### src/hw/mtm_pkg.sv
// Package: constants for the thermal and machine-check register bank
package mtm_pkg;

    // ****************************************
    // Bus shape
    // ****************************************
    localparam int ADDR_W = 10;
    localparam int DATA_W = 64;
    localparam int SNAP_W = 32;

    // ****************************************
    // Register offsets
    // ****************************************
    localparam logic [ADDR_W-1:0] OFF_MC_FLAGS   = 10'h188;
    localparam logic [ADDR_W-1:0] OFF_MC_IP      = 10'h189;
    localparam logic [ADDR_W-1:0] OFF_MC_MISC    = 10'h18a;
    localparam logic [ADDR_W-1:0] OFF_CLK_THR    = 10'h19a;
    localparam logic [ADDR_W-1:0] OFF_THERM_IRQ  = 10'h19b;
    localparam logic [ADDR_W-1:0] OFF_THERM_STAT = 10'h19c;
    localparam logic [ADDR_W-1:0] OFF_THERM_TGT  = 10'h19d;
    localparam logic [ADDR_W-1:0] OFF_FEATURES   = 10'h1a0;
    localparam logic [ADDR_W-1:0] OFF_EVT_STAT   = 10'h1b0;
    localparam logic [ADDR_W-1:0] OFF_EVT_MASK   = 10'h1b1;

    // ****************************************
    // Field positions and widths
    // ****************************************
    localparam int MISC_DS_BIT  = 0;
    localparam int CM_EN_BIT    = 4;
    localparam int CM_DUTY_LSB  = 1;
    localparam int CM_DUTY_W    = 3;
    localparam int TI_HI_BIT    = 0;
    localparam int TI_LO_BIT    = 1;
    localparam int TS_HOT_BIT   = 0;
    localparam int TS_LOG_BIT   = 1;
    localparam int TGT_W        = 16;
    localparam int FE_FAST_BIT  = 0;
    localparam int FE_FOP_BIT   = 2;

    // ****************************************
    // Interrupt events
    // ****************************************
    localparam int EV_W        = 4;
    localparam int EV_MC_BIT   = 0;
    localparam int EV_DS_BIT   = 1;
    localparam int EV_HI_BIT   = 2;
    localparam int EV_LO_BIT   = 3;

    // ****************************************
    // Reset values
    // ****************************************
    localparam logic [SNAP_W-1:0]    SNAP_RST  = 32'h0000_0000;
    localparam logic [CM_DUTY_W:0]   CM_RST    = 4'h0;
    localparam logic [1:0]           TI_RST    = 2'h0;
    localparam logic [TGT_W-1:0]     TGT_RST   = 16'h0000;
    localparam logic [FE_FOP_BIT:0]  FE_RST    = 3'h1;
    localparam logic [EV_W-1:0]      EV_RST    = 4'h0;

    // Software may clear captured bits but never set them
    function automatic logic [SNAP_W-1:0] clear_only(
        input logic [SNAP_W-1:0] cur,
        input logic [SNAP_W-1:0] wr
    );
        clear_only = cur & wr;
    endfunction : clear_only

endpackage : mtm_pkg

### src/hw/mtm_bank.sv
// Top: machine-check, thermal and feature-enable register bank
//
// Design decision made here: the strobed register port.
`timescale 1ns/1ps
`default_nettype none
module mtm_bank
    import mtm_pkg::*;
(
    input  wire logic              mclk,
    input  wire logic              nrst,
    input  wire logic [ADDR_W-1:0] addr,
    input  wire logic [DATA_W-1:0] wdata,
    input  wire logic              wr_stb,
    input  wire logic              rd_stb,
    output logic      [DATA_W-1:0] rdata,
    input  wire logic              mc_error,
    input  wire logic [SNAP_W-1:0] flags_word_in,
    input  wire logic [SNAP_W-1:0] instruction_pointer_in,
    input  wire logic              ds_page_fault,
    input  wire logic              thermal_hot,
    output logic                   irq,
    output logic                   shutdown_req,
    output logic                   clk_stop,
    output logic      [TGT_W-1:0]  thermal_target,
    output logic                   fast_strings_en,
    output logic                   fopcode_compat_en
);

    // ****************************************
    // Declarations
    // ****************************************
    logic [SNAP_W-1:0]    mc_flags_snapshot_q;
    logic [SNAP_W-1:0]    mc_ip_snapshot_q;
    logic                 debug_store_fault_flag_q;
    logic [CM_DUTY_W:0]   clock_throttle_control_q;
    logic [1:0]           thermal_irq_control_q;
    logic                 hot_now_q;
    logic                 hot_log_q;
    logic [TGT_W-1:0]     thermal_target_control_q;
    logic [FE_FOP_BIT:0]  feature_enable_bits_q;
    logic [DATA_W-1:0]    rdata_q;
    logic                 shutdown_q;

    logic                 wr_flags;
    logic                 wr_ip;
    logic                 wr_misc;
    logic                 wr_cm;
    logic                 wr_ti;
    logic                 wr_ts;
    logic                 wr_tgt;
    logic                 wr_fe;
    logic                 wr_mask;
    logic                 rd_stat;
    logic                 clr_ds;
    logic                 clr_log;
    logic                 rise_hot;
    logic                 fall_hot;
    logic [EV_W-1:0]      events;
    logic [EV_W-1:0]      evt_stat;
    logic [EV_W-1:0]      evt_mask;
    logic                 irq_q;
    logic                 clk_stop_q;
    logic [DATA_W-1:0]    rd_mux;

    // ****************************************
    // Helpers
    // ****************************************
    // One strobe qualified by one offset
    function automatic logic hit(
        input logic              stb,
        input logic [ADDR_W-1:0] a,
        input logic [ADDR_W-1:0] off
    );
        hit = stb && (a == off);
    endfunction : hit

    // Zero written to a status bit clears it; a one is ignored
    function automatic logic zero_clear(
        input logic wr,
        input logic bit_val
    );
        zero_clear = wr && !bit_val;
    endfunction : zero_clear

    // ****************************************
    // Write decode
    // ****************************************
    always_comb
    begin
        wr_flags = hit(wr_stb, addr, OFF_MC_FLAGS);
        wr_ip    = hit(wr_stb, addr, OFF_MC_IP);
        wr_misc  = hit(wr_stb, addr, OFF_MC_MISC);
        wr_cm    = hit(wr_stb, addr, OFF_CLK_THR);
        wr_ti    = hit(wr_stb, addr, OFF_THERM_IRQ);
        wr_ts    = hit(wr_stb, addr, OFF_THERM_STAT);
        wr_tgt   = hit(wr_stb, addr, OFF_THERM_TGT);
        wr_fe    = hit(wr_stb, addr, OFF_FEATURES);
        wr_mask  = hit(wr_stb, addr, OFF_EVT_MASK);
        clr_ds   = zero_clear(wr_misc, wdata[MISC_DS_BIT]);
        clr_log  = zero_clear(wr_ts, wdata[TS_LOG_BIT]);
    end

    // ****************************************
    // Read decode
    // ****************************************
    // Only a real read strobe may clear the event status
    always_comb
    begin
        rd_stat  = hit(rd_stb, addr, OFF_EVT_STAT);
    end

    // ****************************************
    // Machine-check snapshots
    // ****************************************
    // Capture beats a clearing write in the same cycle
    always_ff @(posedge mclk or negedge nrst)
    begin
        if (!nrst)
            mc_flags_snapshot_q <= SNAP_RST;
        else if (mc_error)
            mc_flags_snapshot_q <= flags_word_in;
        else if (wr_flags)
            mc_flags_snapshot_q <= clear_only(mc_flags_snapshot_q,
                                              wdata[SNAP_W-1:0]);
    end

    always_ff @(posedge mclk or negedge nrst)
    begin
        if (!nrst)
            mc_ip_snapshot_q <= SNAP_RST;
        else if (mc_error)
            mc_ip_snapshot_q <= instruction_pointer_in;
        else if (wr_ip)
            mc_ip_snapshot_q <= clear_only(mc_ip_snapshot_q,
                                           wdata[SNAP_W-1:0]);
    end

    // ****************************************
    // Debug-store fault and shutdown
    // ****************************************
    // Writing zero clears; a fault in the same cycle keeps it set
    always_ff @(posedge mclk or negedge nrst)
    begin
        if (!nrst)
            debug_store_fault_flag_q <= 1'b0;
        else if (ds_page_fault)
            debug_store_fault_flag_q <= 1'b1;
        else if (clr_ds)
            debug_store_fault_flag_q <= 1'b0;
    end

    // Held as long as the flag stands; only software ends it
    always_ff @(posedge mclk or negedge nrst)
    begin
        if (!nrst)
            shutdown_q <= 1'b0;
        else
            shutdown_q <= debug_store_fault_flag_q || ds_page_fault;
    end

    // ****************************************
    // Clock modulation
    // ****************************************
    always_ff @(posedge mclk or negedge nrst)
    begin
        if (!nrst)
            clock_throttle_control_q <= CM_RST;
        else if (wr_cm)
            clock_throttle_control_q <=
                wdata[CM_EN_BIT:CM_DUTY_LSB];
    end

    mtm_clk_mod u_clk_mod
    (
        .mclk   (mclk),
        .nrst   (nrst),
        .enable (clock_throttle_control_q[CM_DUTY_W]),
        .duty   (clock_throttle_control_q[CM_DUTY_W-1:0]),
        .stop_q (clk_stop_q)
    );

    // ****************************************
    // Thermal interrupt control and status
    // ****************************************
    always_ff @(posedge mclk or negedge nrst)
    begin
        if (!nrst)
            thermal_irq_control_q <= TI_RST;
        else if (wr_ti)
            thermal_irq_control_q <= wdata[TI_LO_BIT:TI_HI_BIT];
    end

    always_ff @(posedge mclk or negedge nrst)
    begin
        if (!nrst)
            hot_now_q <= 1'b0;
        else
            hot_now_q <= thermal_hot;
    end

    always_comb
    begin
        rise_hot = thermal_hot && !hot_now_q;
        fall_hot = !thermal_hot && hot_now_q;
    end

    // One copy serves every logical processor; log is write-zero-clear
    always_ff @(posedge mclk or negedge nrst)
    begin
        if (!nrst)
            hot_log_q <= 1'b0;
        else if (rise_hot)
            hot_log_q <= 1'b1;
        else if (clr_log)
            hot_log_q <= 1'b0;
    end

    // ****************************************
    // Second thermal monitor target
    // ****************************************
    always_ff @(posedge mclk or negedge nrst)
    begin
        if (!nrst)
            thermal_target_control_q <= TGT_RST;
        else if (wr_tgt)
            thermal_target_control_q <= wdata[TGT_W-1:0];
    end

    // ****************************************
    // Feature enables
    // ****************************************
    // Bit 1 reserved: forced to zero whatever is written
    always_ff @(posedge mclk or negedge nrst)
    begin
        if (!nrst)
            feature_enable_bits_q <= FE_RST;
        else if (wr_fe)
        begin
            feature_enable_bits_q[FE_FAST_BIT] <= wdata[FE_FAST_BIT];
            feature_enable_bits_q[1]           <= 1'b0;
            feature_enable_bits_q[FE_FOP_BIT]  <= wdata[FE_FOP_BIT];
        end
    end

    // ****************************************
    // Event interrupt
    // ****************************************
    always_comb
    begin
        events            = EV_RST;
        events[EV_MC_BIT] = mc_error;
        events[EV_DS_BIT] = ds_page_fault;
        events[EV_HI_BIT] = rise_hot &&
                            thermal_irq_control_q[TI_HI_BIT];
        events[EV_LO_BIT] = fall_hot &&
                            thermal_irq_control_q[TI_LO_BIT];
    end

    mtm_evt_irq u_evt_irq
    (
        .mclk       (mclk),
        .nrst       (nrst),
        .ev         (events),
        .stat_rd    (rd_stat),
        .mask_wr    (wr_mask),
        .mask_wdata (wdata[EV_W-1:0]),
        .stat_q     (evt_stat),
        .mask_q     (evt_mask),
        .irq_q      (irq_q)
    );

    // ****************************************
    // Read path
    // ****************************************
    // Unmapped offsets and reserved bits read as zero
    always_comb
    begin
        rd_mux = '0;
        unique case (addr)
            OFF_MC_FLAGS:
                rd_mux[SNAP_W-1:0] = mc_flags_snapshot_q;
            OFF_MC_IP:
                rd_mux[SNAP_W-1:0] = mc_ip_snapshot_q;
            OFF_MC_MISC:
                rd_mux[MISC_DS_BIT] = debug_store_fault_flag_q;
            OFF_CLK_THR:
                rd_mux[CM_EN_BIT:CM_DUTY_LSB] =
                    clock_throttle_control_q;
            OFF_THERM_IRQ:
                rd_mux[TI_LO_BIT:TI_HI_BIT] = thermal_irq_control_q;
            OFF_THERM_STAT:
            begin
                rd_mux[TS_HOT_BIT] = hot_now_q;
                rd_mux[TS_LOG_BIT] = hot_log_q;
            end
            OFF_THERM_TGT:
                rd_mux[TGT_W-1:0] = thermal_target_control_q;
            OFF_FEATURES:
                rd_mux[FE_FOP_BIT:0] = feature_enable_bits_q;
            OFF_EVT_STAT:
                rd_mux[EV_W-1:0] = evt_stat;
            OFF_EVT_MASK:
                rd_mux[EV_W-1:0] = evt_mask;
            default:
                rd_mux = '0;
        endcase
    end

    // Data valid only in the cycle after the strobe
    always_ff @(posedge mclk or negedge nrst)
    begin
        if (!nrst)
            rdata_q <= '0;
        else if (rd_stb)
            rdata_q <= rd_mux;
        else
            rdata_q <= '0;
    end

    // ****************************************
    // Outputs
    // ****************************************
    assign rdata             = rdata_q;
    assign irq               = irq_q;
    assign shutdown_req      = shutdown_q;
    assign clk_stop          = clk_stop_q;
    assign thermal_target    = thermal_target_control_q;
    assign fast_strings_en   = feature_enable_bits_q[FE_FAST_BIT];
    assign fopcode_compat_en = feature_enable_bits_q[FE_FOP_BIT];

endmodule : mtm_bank
`default_nettype wire

### src/hw/mtm_clk_mod.sv
// On-demand clock modulation duty gate
`timescale 1ns/1ps
`default_nettype none
module mtm_clk_mod
    import mtm_pkg::*;
(
    input  wire logic                 mclk,
    input  wire logic                 nrst,
    input  wire logic                 enable,
    input  wire logic [CM_DUTY_W-1:0] duty,
    output logic                      stop_q
);

    logic [CM_DUTY_W-1:0] phase_q;

    // ****************************************
    // Phase counter
    // ****************************************
    always_ff @(posedge mclk or negedge nrst)
    begin
        if (!nrst)
            phase_q <= '0;
        else
            phase_q <= phase_q + 1'b1;
    end

    // Duty of zero is treated as full run, never a stuck clock
    always_ff @(posedge mclk or negedge nrst)
    begin
        if (!nrst)
            stop_q <= 1'b0;
        else
            stop_q <= enable && (duty != '0) && (phase_q >= duty);
    end

endmodule : mtm_clk_mod
`default_nettype wire

### src/hw/mtm_evt_irq.sv
// Sticky event status, mask and level interrupt
`timescale 1ns/1ps
`default_nettype none
module mtm_evt_irq
    import mtm_pkg::*;
(
    input  wire logic            mclk,
    input  wire logic            nrst,
    input  wire logic [EV_W-1:0] ev,
    input  wire logic            stat_rd,
    input  wire logic            mask_wr,
    input  wire logic [EV_W-1:0] mask_wdata,
    output logic      [EV_W-1:0] stat_q,
    output logic      [EV_W-1:0] mask_q,
    output logic                 irq_q
);

    logic [EV_W-1:0] stat_d;
    logic [EV_W-1:0] mask_d;

    // ****************************************
    // Next state
    // ****************************************
    always_comb
    begin
        // New event beats the read that clears
        stat_d = (stat_rd ? EV_RST : stat_q) | ev;
        mask_d = mask_wr ? mask_wdata : mask_q;
    end

    always_ff @(posedge mclk or negedge nrst)
    begin
        if (!nrst)
        begin
            stat_q <= EV_RST;
            mask_q <= EV_RST;
            irq_q  <= 1'b0;
        end
        else
        begin
            stat_q <= stat_d;
            mask_q <= mask_d;
            // Next values used so irq tracks status with no extra lag
            irq_q  <= |(stat_d & mask_d);
        end
    end

endmodule : mtm_evt_irq
`default_nettype wire

### config.mk
export PLATFORM = sky130hd
export DESIGN_NAME = mtm_bank
export DESIGN_NICKNAME = d
export VERILOG_FILES = /design/src/hw/mtm_pkg.sv /design/src/hw/mtm_bank.sv /design/src/hw/mtm_clk_mod.sv /design/src/hw/mtm_evt_irq.sv
export SDC_FILE = /design/constraint.sdc
export NUM_CORES = 1
export LEC_CHECK = 0
export BUFFER_PORTS_ARGS = -buffer_cell sky130_fd_sc_hd__buf_2
export CAP_MARGIN = 20
export CORE_MARGIN = 4
export CORE_UTILIZATION = 35
export DETAILED_ROUTE_END_ITERATION = 12
export PLACE_DENSITY = 0.61
export SKIP_LAST_GASP = 1
export SLEW_MARGIN = 0
export SYNTH_ARGS = -nofsm -noshare
export SYNTH_HDL_FRONTEND = slang
export SYNTH_SLANG_ARGS = --single-unit
### constraint.sdc
create_clock -name mclk -period 1.6 [get_ports mclk]
set_input_delay 0.16 -clock mclk [delete_from_list [all_inputs] [get_ports mclk]]
set_output_delay 0.16 -clock mclk [all_outputs]
set_load 0.05 [all_outputs]
# After elaboration in Yosys (flattened, before gate mapping)
# Cells that the tools add are included.
[op_classes]
add_sub_neg = 1
n_mul = 0
div = 0
magnitude_cmp = 1
n_eq_ne = 10
shifts = 0
mux = 18
bitwise = 4
n_reduce_logical = 29
[op_table]
columns = ["op", "n"]
rows = [
  ["32-bit 2-to-1 mux", 5],
  ["10-bit by 9-bit equality test with 1-bit output (second input constant)", 10],
  ["32-bit bitwise AND", 2],
  ["11-bit one-hot mux with 3 select lines", 1],
  ["16-bit one-hot mux with 2 select lines", 1],
  ["1-bit logical AND", 18],
  ["1-bit one-hot mux with 9 select lines", 1],
  ["4-bit 2-to-1 mux", 2],
  ["1-bit one-hot mux with 8 select lines", 1],
  ["2-bit nonzero test", 4],
  ["1-bit one-hot mux with 7 select lines", 1],
  ["1-bit one-hot mux with 6 select lines", 1],
  ["4-bit bitwise AND", 1],
  ["1-bit zero test", 4],
  ["1-bit 2-to-1 mux", 4],
  ["4-bit OR", 1],
  ["1-bit one-hot mux with 4 select lines", 1],
  ["4-bit OR reduction", 1],
  ["3-bit by 1-bit adder with 3-bit output (second input constant)", 1],
  ["3-bit greater-or-equal comparator", 1],
  ["3-bit nonzero test", 1],
  ["1-bit logical OR", 1],
]
[word_totals]
ff_bits = 169
latchBits = 0
ram_bits = 0
romBits = 0
input_bits = 145
memories = 0

# Logic depth before layout (Yosys ltp)
[logic_depth]
word_depth = 6
depth_mapped = 7

# By module
# A second synthesis with hierarchy kept.
[unflattened]
hier_cells = 608
area_unflattened_um2 = 6503.7
[by_module_without_submodules]
columns = ["mod", "n_inst", "cells_per_inst", "area_each_um2", "seq_area_each_um2"]
rows = [
  ["mtm_bank", 1, 565, 5947.0, 3104.2],
  ["mtm_evt_irq", 1, 26, 357.8, 225.2],
  ["mtm_clk_mod", 1, 17, 198.9, 100.1],
]

# Worst setup path before layout
# Ideal clock, no wire load.
[synth_path]
kind = "input -> register"
start = "input port addr[1]"
end = "register mc_flags_snapshot_q[31]"
setup_ns = 0.119
t_arrival_ns = 1.512
t_required_ns = 1.481
slack_ns = -0.030
stages = 7
n_path_buf = 2
path_cell_list = "buf_2 -> or4b_4 -> nor3_4 -> a21oi_2 -> buf_4 -> o21ai_1 -> nand2_1"
[synth_between]
elab_chain_cells = 3
[synth_rtl]
columns = ["item", "line", "rtl"]
rows = [
  ["start: declaration", "mtm_bank.sv:11", "input wire logic [ADDR_W-1:0] addr,"],
  ["10-bit by 9-bit equality test with 1-bit output", "mtm_bank.sv:74", "hit = stb && (a == off);"],
  ["1-bit logical AND", "mtm_bank.sv:74", ""],
  ["2-bit nonzero test (no line)", "n/a", ""],
  ["end signal: assignment", "mtm_bank.sv:121", "mc_flags_snapshot_q <= flags_word_in;"],
  ["end signal: assignment", "mtm_bank.sv:123", "mc_flags_snapshot_q <= clear_only(mc_flags_snapshot_q,"],
  ["end: declaration", "mtm_bank.sv:32", "logic [SNAP_W-1:0] mc_flags_snapshot_q;"],
]
# Every way passes these cells.
# A chain may end at the register's enable or synchronous reset.

# Final worst setup path
[layout_path]
start = "input port addr[2]"
end = "register mc_ip_snapshot_q[12]"
[layout_between]
elab_chain_cells = 3
[layout_rtl]
columns = ["item", "line", "rtl"]
rows = [
  ["10-bit by 9-bit equality test with 1-bit output", "mtm_bank.sv:74", ""],
  ["1-bit logical AND", "mtm_bank.sv:74", ""],
  ["2-bit nonzero test (no line)", "n/a", ""],
  ["end signal: assignment", "mtm_bank.sv:132", "mc_ip_snapshot_q <= instruction_pointer_in;"],
  ["end signal: assignment", "mtm_bank.sv:134", "mc_ip_snapshot_q <= clear_only(mc_ip_snapshot_q,"],
  ["end: declaration", "mtm_bank.sv:33", "logic [SNAP_W-1:0] mc_ip_snapshot_q;"],
]
# Every way passes these cells.

==> metrics.csv <==
metric,value,unit
drt_drc_violations_left,0,
irDropWorstVdd,0.7377,mV
ys_warn_count,0,
fp.coreArea,17300,um2
reg2regPathDepth,5,
reg2reg_slack,0.24,ns
drtAntennaViolNets,0,
ys_top_cells_by_area,"dfrtp_1 55%, nand2_1 8.3%, mux2_2 5.3%, buf_4 4.4%, nor2b_1 3.5%",
root_buffer,clkbuf_16,
synth_edf_count,0,
cts_hold_buf,78,
synth_top_area_cell,dfrtp_1,
maxCapViolations,0,
fp.dieArea,19880,um2
cts.htree.levels,4,
async_reset_ff_share,100.0,%
fin_util,51.62,%
post_cts_resized,0,
dpl.hpwl,12.83,mm
numClockSinks,137,
tritoncts,built,
startpoint,addr[2],
die_h,141.0,um
crit_arrival,1.76,ns
vias_per_cell,4.769,
ys_types,56,
layout_worst_path_cycle_share,91.31,%
path_max_fanout,12,
finalSetupViolCount,0,
drtIter0Drc,361,
area_growth,44.22,%
timing.rr.start,clock_throttle_control_q[0],
clock_latency,0.41,ns
grt_pass1_vias,5561,
p_per_area,998.0,nW/um2
synthesis.area,6191,um2
clock_skew,0.007375,ns
worst_r2r_endpoint,u_clk_mod.stop_q,
antenna_found_initial,0,
slowest_delay,0.48,ns
rsz0062_at_grt,false,
max_clock_freq,684.5,MHz
globalRouteOverflowTotal,0,
rows,48,
synthFlopType,dfrtp_1,
vias,5346,
yosysSeqAreaShare,55.40,%
cts_setup_buffers,0,
synth_common_cells,"137 x nand2_1, 136 x dfrtp_1, 36 x buf_4, 36 x o21ai_1, 35 x nor2b_1",
postPlaceCellArea,7538,um2
outcome,"complete, no violations",
clk_pin_slew,0.05,ns
hold_violations,0,
grt_max_degree,47,
avgSynthCellArea,10.20,um2
critPathKind,in -> reg,
layout_min_cycle_time,1.461,ns
dr.pass1.iters,6,
initial_utilization,35.79,%
ys_ff_latch,137,
clock_path_buffers,2,
nets,1034,
netlist_instances,607,
cts_buffers,17,
holdCritPathClass,in -> reg,
grt_pass1_wl,29.44,mm
cp_data_required_time,1.90,ns
antenna_cells,0,
finalWirelength,18.58,mm
tns,0,ns
worstSetupEndpointType,flop,
ios,230,
place_congestion,0.9540,
design_area,8929,um2
grtUsageTotal,18.95,%
port_buffers,165,
slew_viol_final,0,
slowest_stage,or3b_1,
wl_per_cell,16.57,um
n_fill_cell,1574,
die_w,141.0,um
startpoint_type,input pin,
power.static_leakage,4.503,nW
setup.worst_path.end,mc_ip_snapshot_q[12],
synth.most_common_cell,nand2_1,
synth_top_cell_area_share,54.97,%
layout-drive-gt1-share,31.47,%
crit_chain,"buf_2, or3b_1, nor3_2, a21oi_2, buf_4, o21ai_0, nand2_1",
-- sequential cells by signal, summed over array words and instances (netlist names), 2 cells and up --
name and count:
clock_throttle_control_q 4, feature_enable_bits_q 2, mc_flags_snapshot_q 32, mc_ip_snapshot_q 32, rdata 32, thermal_irq_control_q 2, thermal_target 16, u_clk_mod.phase_q 3
u_evt_irq.mask_q 4, u_evt_irq.stat_q 4
-- placed cells by master, fill, tap and decap left out, types with 2 or more instances in the layout --
| master | n |
|---|---|
| a32oi_1 | 3 |
| clkbuf_8 | 2 |
| buf_4 | 40 |
| nor2b_1 | 35 |
| mux2_2 | 29 |
| nand2b_1 | 2 |
| nand4_1 | 3 |
| o21ai_1 | 37 |
| a22o_1 | 3 |
| dlygate4sd3_1 | 78 |
| a22oi_1 | 20 |
| nor3_1 | 5 |
| conb_1 | 32 |
| clkinv_2 | 2 |
| and3b_1 | 2 |
| inv_1 | 5 |
| o21ai_0 | 29 |
| nand4b_1 | 2 |
| clkbuf_16 | 17 |
| dfrtp_1 | 136 |
| ha_1 | 4 |
| a21oi_1 | 2 |
| nor2_1 | 34 |
| clkbuf_1 | 3 |
| a221oi_1 | 2 |
| mux2i_1 | 3 |
| buf_2 | 163 |
| a21o_1 | 5 |
| bufinv_16 | 4 |
| buf_12 | 10 |
| a31oi_1 | 2 |
| clkinvlp_4 | 2 |
| or3b_1 | 2 |
| nand2_1 | 137 |
| a222oi_1 | 12 |
-- power breakdown --
| group | internal [mW] | switching [mW] | leakage [nW] |
|---|---|---|---|
| clock | 2.67 | 1.39 | 0.292 |
| combinational | 0.454 | 0.635 | 2.47 |
| sequential | 3.66 | 0.104 | 1.74 |
-- area by class of cell --
| type | instances | area [um2] | area share [%] |
|---|---|---|---|
| Clock inverter | 8 | 145.1 | 1.626 |
| Sequential cell | 137 | 3430 | 38.41 |
| Tap cell | 225 | 281.5 | 3.153 |
| Timing Repair Buffer | 292 | 2108 | 23.61 |
| Multi-Input combinational cell | 432 | 2481 | 27.79 |
| Inverter | 5 | 18.77 | 0.2102 |
| Clock buffer | 22 | 464.2 | 5.199 |
-- critical path: cells and delay by family --
family | cells | cell delay [ns]
buffers and inverters | 2 | 0.31
AO/OA/AOI/OAI | 2 | 0.34
AND/OR/NAND/NOR | 3 | 0.95
-- worst min-delay path by stage --
stage,start,endpoint,slack (ns),cells after the start
2_1_floorplan,nrst,clock_throttle_control_q[0],-0.14,0
3_3_place_gp,nrst,mc_ip_snapshot_q[4],0.1,1
3_5_place_dp,nrst,mc_ip_snapshot_q[4],0.10,1
4_1_cts,wdata[4],thermal_target[4],0.01,2
5_1_grt,wdata[4],clock_throttle_control_q[3],0.01,2
6_report,wdata[4],thermal_target[4],0.02,2
-- cell families (layout without fill, tap and decap cells) --
kind of cell / count (synthesis) / after routing / synth area share (%)
other: 1 / 32 / 0.06057
and+or+nand+nor: 239 / 239 / 18.17
DFF: 137 / 137 / 55.40
muxes: 32 / 32 / 5.760
adders and majority gates: 4 / 4 / 0.8084
AOI/OAI and AO/OA: 124 / 124 / 13.00
xor gates and xnor gates: 1 / 1 / 0.1415
buffers and inverters: 69 / 327 / 6.669
-- through the flow --
step	cells	setup WS, ns	hold WS, ns	total power [mW]
finish	1121	0.1391	0.02271	8.911
global route	1121	0.05271	0.01046	9.302
CTS	1121	0.1669	0.01159	9.015
detailed placement	1013	-0.2248	0.1012	4.766
global placement	1013	-0.1946	0.09767	4.751
floorplan	638	0.01560	-0.1356	4.378
-- routing by layer --
layer | vias up | wire length [um] | share of wire [%] | track usage (%)
li1 | 2582 | - | - | -
met1 | 2524 | 8259 | 44 | 25.32
met2 | 212 | 8739 | 47 | 30.02
met3 | 28 | 1180 | 6.4 | 4.919
met4 | 0 | 396 | 2.1 | 6.578
met5 | - | 0 | 0 | 0
Power figures use the tool's default switching activity.
